==> src/hdl/wws_defs.svh <==
// Timing constants of the window watchdog supervisor core.
// Assumes a single 25 MHz clock; all timing derives from it.
//
// Overview of operation
// Reset low while supply outside window.
// Hold reset after return, within twenty percent.
// Host kicks between fast and slow limit.
// Bad kick spacing raises watchdog fault.
// Fault pulse 50 ms early, 100 ms late.
// Overvoltage latches flag low after 5 us.
// Only a clear low releases the flag.
// Clear must stay low 0.4 us.
// Clear works only without overvoltage, reset high.
// Clear low beyond 5 us forces reset.
// Host kicks last 24 us after fault.
// Timeouts accurate twenty percent plus sync error.
// Interval counter zeroed by kick and reset release.
// Clear ignored during overvoltage.
// Slow limit ten times fast, powers of two.
// Kick and clear synchronised before use.
// Periods fixed by build-time parameters.
`ifndef WWS_DEFS_SVH
`define WWS_DEFS_SVH

`define WWS_CLOCK_MHZ 25
`define WWS_US_PER_MS 1000
`define WWS_NS_PER_US 1000

// One watchdog tick is one microsecond.
`define WWS_TICK_US 1
`define WWS_TICK_CYCLES (`WWS_TICK_US * `WWS_CLOCK_MHZ)

// Fast limit is two to this power, in milliseconds.
`define WWS_FAST_EXP 0
`define WWS_FAST_EXP_MAX 12
`define WWS_SLOW_FACTOR 10

`define WWS_EARLY_PULSE_MS 50
`define WWS_LATE_PULSE_MS 100
`define WWS_RESET_HOLD_MS 1

`define WWS_SURGE_DELAY_US 5
`define WWS_SURGE_DELAY_CYCLES (`WWS_SURGE_DELAY_US * `WWS_CLOCK_MHZ)

// Least time, rounded up to whole cycles.
`define WWS_CLR_MIN_NS 400
`define WWS_CLR_MIN_CYCLES \
  ((`WWS_CLR_MIN_NS * `WWS_CLOCK_MHZ + `WWS_NS_PER_US - 1) / `WWS_NS_PER_US)

`define WWS_CLR_LONG_US 5
`define WWS_CLR_LONG_CYCLES (`WWS_CLR_LONG_US * `WWS_CLOCK_MHZ)

`define WWS_SYNC_IDLE 1'b1

`endif

==> src/hdl/wws_pkg.sv <==
// Types shared by the window watchdog supervisor core.
// Assumes nothing beyond a SystemVerilog compiler.
package wws_pkg;

  typedef enum {
    WD_IDLE,
    WD_WATCH,
    WD_EARLY,
    WD_LATE
  } wws_wd_state_e;

endpackage

==> src/hdl/wws_input_sync.sv <==
// Two-stage synchroniser with falling-edge detect for one host pin.
// Assumes the pin idles high; edges are seen two to three clocks late.
`include "wws_defs.svh"

module wws_input_sync (
  input  wire logic clock,
  input  wire logic resetn,
  input  wire logic asyncIn,
  output logic      syncOut,
  output logic      fallPulse
);

  logic stage1_reg;
  logic stage2_reg;
  logic prev_reg;
  logic stage1_next;
  logic stage2_next;
  logic prev_next;

  always_comb
  begin
    stage1_next = asyncIn;
    stage2_next = stage1_reg;
    prev_next   = stage2_reg;
  end

  always_ff @(posedge clock)
  begin
    if (!resetn)
    begin
      stage1_reg <= `WWS_SYNC_IDLE;
      stage2_reg <= `WWS_SYNC_IDLE;
      prev_reg   <= `WWS_SYNC_IDLE;
    end
    else
    begin
      stage1_reg <= stage1_next;
      stage2_reg <= stage2_next;
      prev_reg   <= prev_next;
    end
  end

  // Only the second and third stages are looked at, so a metastable first stage never spreads.
  assign syncOut   = stage2_reg;
  assign fallPulse = prev_reg & ~stage2_reg;

endmodule

==> src/hdl/wws_supervisor.sv <==
// Digital core of a supply supervisor: window watchdog, overvoltage latch, reset timer.
// Assumes comparator inputs are synchronous to clock; kick and clear come from a host.
`include "wws_defs.svh"

module wws_supervisor #(
  parameter int TICK_CYCLES       = `WWS_TICK_CYCLES,
  parameter int FAST_EXP          = `WWS_FAST_EXP,
  parameter int EARLY_PULSE_TICKS = `WWS_EARLY_PULSE_MS * `WWS_US_PER_MS,
  parameter int LATE_PULSE_TICKS  = `WWS_LATE_PULSE_MS * `WWS_US_PER_MS,
  parameter int RESET_HOLD_TICKS  = `WWS_RESET_HOLD_MS * `WWS_US_PER_MS,
  parameter int CNT_W             = 27
) (
  input  wire logic clock,
  input  wire logic resetn,
  input  wire logic underVoltageIn,
  input  wire logic overVoltageIn,
  input  wire logic watchdogKickIn,
  input  wire logic faultClearInN,
  output logic      resetOutN,
  output logic      watchdogFaultOutN,
  output logic      overvoltageFlagOutN
);

  // Periods are fixed at build time; nothing changes them while running.
  localparam int FAST_EXP_USED = (FAST_EXP > `WWS_FAST_EXP_MAX) ? `WWS_FAST_EXP_MAX : FAST_EXP;
  localparam logic [CNT_W-1:0] FAST_TICKS =
    CNT_W'((1 << FAST_EXP_USED) * `WWS_US_PER_MS);
  localparam logic [CNT_W-1:0] SLOW_TICKS =
    CNT_W'(`WWS_SLOW_FACTOR * (1 << FAST_EXP_USED) * `WWS_US_PER_MS);
  localparam logic [CNT_W-1:0] EARLY_LAST = CNT_W'(EARLY_PULSE_TICKS - 1);
  localparam logic [CNT_W-1:0] LATE_LAST  = CNT_W'(LATE_PULSE_TICKS - 1);
  localparam logic [CNT_W-1:0] HOLD_LAST  = CNT_W'(RESET_HOLD_TICKS - 1);
  localparam logic [7:0]       TICK_LAST  = 8'(TICK_CYCLES - 1);
  localparam logic [7:0]       SURGE_LAST = 8'(`WWS_SURGE_DELAY_CYCLES - 1);
  localparam logic [7:0]       CLR_MIN_LAST = 8'(`WWS_CLR_MIN_CYCLES - 1);
  localparam logic [7:0]       CLR_LONG   = 8'(`WWS_CLR_LONG_CYCLES);
  localparam logic [7:0]       CNT8_MAX   = 8'hff;

  // Kick and clear pass through synchronisers before any edge or width logic.
  logic [1:0] pinRaw;
  logic [1:0] pinSync;
  logic [1:0] pinFall;
  assign pinRaw = {faultClearInN, watchdogKickIn};

  genvar gi;
  generate
    for (gi = 0; gi < 2; gi++)
    begin : g_sync
      wws_input_sync u_wws_input_sync (
        .clock     (clock),
        .resetn    (resetn),
        .asyncIn   (pinRaw[gi]),
        .syncOut   (pinSync[gi]),
        .fallPulse (pinFall[gi])
      );
    end
  endgenerate

  logic kickFall;
  logic clearLow;
  assign kickFall = pinFall[0];
  assign clearLow = ~pinSync[1];

  logic                  tick;
  logic [7:0]            tickCount_reg;
  logic [7:0]            tickCount_next;
  logic [7:0]            surgeCount_reg;
  logic [7:0]            surgeCount_next;
  logic [7:0]            clearCount_reg;
  logic [7:0]            clearCount_next;
  logic                  flagN_reg;
  logic                  flagN_next;
  logic [CNT_W-1:0]      holdCount_reg;
  logic [CNT_W-1:0]      holdCount_next;
  logic                  resetN_reg;
  logic                  resetN_next;
  wws_pkg::wws_wd_state_e wdState_reg;
  wws_pkg::wws_wd_state_e wdState_next;
  logic [CNT_W-1:0]      interval_reg;
  logic [CNT_W-1:0]      interval_next;
  logic [CNT_W-1:0]      pulseCount_reg;
  logic [CNT_W-1:0]      pulseCount_next;
  logic                  faultN_reg;
  logic                  faultN_next;
  logic                  clearValid;
  logic                  clearLong;

  // A one-microsecond enable paces every long period; its phase adds up to one tick of error,
  // far inside the allowed tolerance.
  assign tick = (tickCount_reg == TICK_LAST);

  // The clear pin only counts while no overvoltage is present.
  assign clearValid = clearLow && !overVoltageIn && (clearCount_reg == CLR_MIN_LAST);
  assign clearLong  = clearLow && !overVoltageIn && (clearCount_reg == CLR_LONG);

  always_comb
  begin
    tickCount_next  = tick ? 8'h00 : tickCount_reg + 8'h01;
    surgeCount_next = surgeCount_reg;
    clearCount_next = clearCount_reg;
    flagN_next      = flagN_reg;
    if (!overVoltageIn)
      surgeCount_next = 8'h00;
    else if (surgeCount_reg != SURGE_LAST)
      surgeCount_next = surgeCount_reg + 8'h01;
    if (overVoltageIn || !clearLow)
      clearCount_next = 8'h00;
    else if (clearCount_reg != CNT8_MAX)
      clearCount_next = clearCount_reg + 8'h01;
    // Setting wins over a clear arriving in the same cycle.
    if (overVoltageIn && surgeCount_reg == SURGE_LAST)
      flagN_next = 1'b0;
    else if (clearValid && resetN_reg)
      flagN_next = 1'b1;
  end

  always_comb
  begin
    holdCount_next = holdCount_reg;
    resetN_next    = resetN_reg;
    if (underVoltageIn || overVoltageIn || clearLong)
    begin
      holdCount_next = '0;
      resetN_next    = 1'b0;
    end
    else if (!resetN_reg && tick)
    begin
      if (holdCount_reg == HOLD_LAST)
        resetN_next = 1'b1;
      else
        holdCount_next = holdCount_reg + CNT_W'(1);
    end
  end

  always_comb
  begin
    wdState_next    = wdState_reg;
    interval_next   = interval_reg;
    pulseCount_next = pulseCount_reg;
    faultN_next     = faultN_reg;
    if (!resetN_reg)
    begin
      // Held idle at zero, so the release of reset starts a fresh interval.
      wdState_next  = wws_pkg::WD_IDLE;
      interval_next = '0;
      faultN_next   = 1'b1;
    end
    else
    begin
      case (wdState_reg)
        wws_pkg::WD_IDLE:
        begin
          wdState_next  = wws_pkg::WD_WATCH;
          interval_next = '0;
        end
        wws_pkg::WD_WATCH:
        begin
          if (kickFall)
          begin
            interval_next = '0;
            if (interval_reg < FAST_TICKS)
            begin
              wdState_next    = wws_pkg::WD_EARLY;
              pulseCount_next = '0;
              faultN_next     = 1'b0;
            end
          end
          else if (tick)
          begin
            if (interval_reg == SLOW_TICKS - CNT_W'(1))
            begin
              wdState_next    = wws_pkg::WD_LATE;
              pulseCount_next = '0;
              faultN_next     = 1'b0;
            end
            else
              interval_next = interval_reg + CNT_W'(1);
          end
        end
        wws_pkg::WD_EARLY,
        wws_pkg::WD_LATE:
        begin
          // Kicks during the pulse are not judged; the pulse end opens a new interval.
          if (tick)
          begin
            if (pulseCount_reg == ((wdState_reg == wws_pkg::WD_EARLY) ? EARLY_LAST : LATE_LAST))
            begin
              wdState_next  = wws_pkg::WD_WATCH;
              interval_next = '0;
              faultN_next   = 1'b1;
            end
            else
              pulseCount_next = pulseCount_reg + CNT_W'(1);
          end
        end
        default:
        begin
          wdState_next = wws_pkg::WD_IDLE;
          faultN_next  = 1'b1;
        end
      endcase
    end
  end

  always_ff @(posedge clock)
  begin
    if (!resetn)
    begin
      tickCount_reg  <= 8'h00;
      surgeCount_reg <= 8'h00;
      clearCount_reg <= 8'h00;
      flagN_reg      <= 1'b1;
      holdCount_reg  <= '0;
      resetN_reg     <= 1'b0;
      wdState_reg    <= wws_pkg::WD_IDLE;
      interval_reg   <= '0;
      pulseCount_reg <= '0;
      faultN_reg     <= 1'b1;
    end
    else
    begin
      tickCount_reg  <= tickCount_next;
      surgeCount_reg <= surgeCount_next;
      clearCount_reg <= clearCount_next;
      flagN_reg      <= flagN_next;
      holdCount_reg  <= holdCount_next;
      resetN_reg     <= resetN_next;
      wdState_reg    <= wdState_next;
      interval_reg   <= interval_next;
      pulseCount_reg <= pulseCount_next;
      faultN_reg     <= faultN_next;
    end
  end

  assign resetOutN           = resetN_reg;
  assign watchdogFaultOutN   = faultN_reg;
  assign overvoltageFlagOutN = flagN_reg;
endmodule

==> config.mk <==
export PLATFORM = sky130hd
export DESIGN_NAME = wws_supervisor
export DESIGN_NICKNAME = d
export VERILOG_FILES = /design/src/hdl/wws_pkg.sv /design/src/hdl/wws_input_sync.sv /design/src/hdl/wws_supervisor.sv
export VERILOG_INCLUDE_DIRS = /design/src /design/src/hdl
export SDC_FILE = /design/constraint.sdc
export NUM_CORES = 1
export LEC_CHECK = 0
export ABC_AREA = 1
export BUFFER_PORTS_ARGS = -buffer_cell sky130_fd_sc_hd__buf_2
export CAP_MARGIN = 10
export CORE_UTILIZATION = 65
export CTS_BUF_LIST = sky130_fd_sc_hd__clkbuf_4
export CTS_CLUSTER_SIZE = 20
export DETAILED_ROUTE_END_ITERATION = 10
export PLACE_DENSITY = 0.82
export RECOVER_POWER = 100
export SLEW_MARGIN = 20
export SYNTH_ARGS = -nofsm -noshare
export SYNTH_HDL_FRONTEND = slang
export SYNTH_SLANG_ARGS = --single-unit
==> constraint.sdc <==
create_clock -name clock -period 2.4 [get_ports clock]
set_input_delay 0.6 -clock clock [delete_from_list [all_inputs] [get_ports clock]]
set_output_delay 0.6 -clock clock [all_outputs]
set_load 0.005 [all_outputs]
==> results_dict.tcl <==
set metrics [dict create \
    status "complete, no violations" \
    grt_overflow 0 \
    gp_congestion 0.966 \
    peakVddDrop_v 0.000690 \
    critPathKind "reg2reg" \
    synth_top_area_share_pct 30.3 \
    post_cts_buffers 0 \
    synth_edf_count 0 \
    syn-num-nets 1234 \
    rsz0062_at_grt "false" \
    core_sq_mm 0.0114 \
    power_leakage_nw 2.67 \
    fmax_mhz 462 \
    clk_latency_ns 0.58 \
    ys_seq_area_share_pct 30.3 \
    first_global_vias 6726 \
    setup_tns_ns 0 \
    antenna_found_initial 0 \
    drtAntennaViolNets 0 \
    fp.dieArea_sq_mm 0.0121 \
    ys.flop_type "dfxtp_1" \
    synth_top_cell_by_area "dfxtp_1" \
    setup_viol 0 \
    grt_max_degree 32 \
    die_y_um 110 \
    synth.avg_cell_area_sq_um 6.23 \
    final_cell_mix "347 x nand2_1, 212 x nor2_1, 121 x inv_1" \
    hold_slack_ns 0.205 \
    syn_inst 1219 \
    grt_pass1_wl_um 30200 \
    finalCritPeriodShare_pct 90.1 \
    syn_area_sq_mm 0.00760 \
    cts-root-buf "clkbuf_4" \
    grt_usage_pct 31.7 \
    ys_seq_elements 115 \
    syn_to_final_growth_pct 4.64 \
    first_iter_violations 510 \
    cp-start-kind "flop" \
    dr.pass1.iters 5 \
    power_density_mw_per_mm2 451 \
    maxSlewHeadroom_pct 64.9 \
    slew_violations 0 \
    finClkSkew_ns 0.0222 \
    wl_um 17900 \
    end_kind "flop" \
    hold_path_class "in2reg" \
    port_buffers 8 \
    hold_viol 0 \
    num_rows 39 \
    tightest_slew_ns 0.526 \
    nets 1239 \
    ys_warn_count 0 \
    dpl.hpwl_um 12900 \
    crit_required_ns 2.93 \
    min_period_ns 2.16 \
    synth-async-reset-ratio_pct 0 \
    htreeDepth 4 \
    layout-drive-gt1-share_pct 10.3 \
    numCtsBuffers 17 \
    final_common_cell "nand2_1" \
    cts_tree "yes" \
    via_count 7450 \
    path_clk_slew_ns 0.12 \
    drc 0 \
    ios 9 \
    dieWidth_um 110 \
    initial_core_util_pct 66.5 \
    fillCellCount 1081 \
    critPathArrivalTime_ns 2.69 \
    viasPerCell 5.40 \
    synth_cell_types 43 \
    critPathMaxFanout 26 \
    cts.sinks 115 \
    drv.max_cap_violation_count 0 \
    ys_top_cells_by_area "dfxtp_1 30%, nand2_1 17%, nor2_1 10%, inv_1 5.9%, nand3_1 5.9%" \
    n_antenna_cell 0 \
    cts_buffer_depth 2 \
    avgRoutedWirePerCell_um 13.0 \
]
-- cell type report --
type / instances / area (sq um) / share of cell area, %
clock buffers: 19 / 143 / 1.79
clock inverters: 13 / 174 / 2.19
inverters: 128 / 485 / 6.11
multi-input cells: 940 / 4510 / 56.7
flip-flops and latches: 115 / 2300 / 29.0
well taps: 143 / 179 / 2.25
repair buffers: 22 / 156 / 1.97
-- final timing paths --
path / cells after the start / endpoint / from / slack, ns
setup / recovery: 13 / pulseCount_reg[1]$_SDFFE_PN0P_ / interval_reg[1]$_SDFFE_PN0P_ / 0.24
hold / removal: 2 / g_sync[0].u_wws_input_sync.stage1_reg$_SDFF_PN1_ / watchdogKickIn / 0.21
setup reg to reg: 13 / pulseCount_reg[1]$_SDFFE_PN0P_ / interval_reg[1]$_SDFFE_PN0P_ / 0.24
hold reg to reg: 1 / g_sync[1].u_wws_input_sync.syncOut$_SDFF_PN1_ / g_sync[1].u_wws_input_sync.stage1_reg$_SDFF_PN1_ / 0.42
-- routing by layer --
| layer | wire length, um | track usage (%) | part of all wire (%) |
|---|---|---|---|
| met3 | 970 | 7.52 | 5.4 |
| met5 | 0 | 0 | 0 |
| met4 | 291 | 10.5 | 1.6 |
| met2 | 8480 | 54.1 | 47 |
| met1 | 8140 | 39.3 | 46 |
-- cell usage after synthesis, types with 6 or more instances --
cell type	instances
nand2_1	346
nor2_1	211
inv_1	119
dfxtp_1	115
nand3_1	89
a21oi_1	72
nor3_1	27
nand2_2	24
xor2_1	24
nand3_2	22
o21ai_0	20
a21oi_2	19
nand4_1	17
clkbuf_1	16
xnor2_1	14
nor4_1	11
ha_1	9
or2_2	8
buf_2	7
buf_4	6
inv_2	6
-- logic make-up (layout without fill, tap and decap cells) --
family,count (synthesis),count (layout),synth area share [%]
xor+xnor,38,38,4.38
compound gates,121,121,9.17
flops,115,115,30.3
simple gates,772,772,45.2
fa+ha+maj,9,9,1.48
buf+inv,164,182,9.45
-- power breakdown --
group	internal, W	switching, W
clock	0.000761	0.000836
sequential	0.00192	0.00000590
combinational	0.0000194	0.0000439
-- metrics by stage --
stage                     utilization, %  setup WS [ns]  total power, W  instances  area, sq um
after floorplan                        -          0.538         0.00201       1219         7600
after global placement              67.4          0.245         0.00203       1348         7700
after detailed placement            67.4          0.185         0.00203       1348         7700
after CTS                           70.2          0.171         0.00361       1380         8020
after global routing                69.6         0.0231         0.00369       1380         7950
final                               69.6          0.237         0.00358       1380         7950
-- worst max-delay path, cell delays in order (launching register included) --
cell and delay (ns):
dfxtp_1 0.39, ha_1 0.27, nand2_2 0.11, nor2_4 0.18
nand3_1 0.10, nor2_1 0.12, nand2_1 0.08, nand2_2 0.08
nand2_4 0.07, nor2_8 0.26, nand2_8 0.20, inv_1 0.12
nor2_1 0.04, nor2_1 0.08
-- what timing repair did --
| item | CTS | global route |
|---|---|---|
| setup endpoints to repair | 0 | 2 |
| gates resized for setup | 0 | 1 |
| hold buffers | 0 | 0 |
| endpoints found under the hold margin | 0 | 0 |
Power figures use the tool's default switching activity.
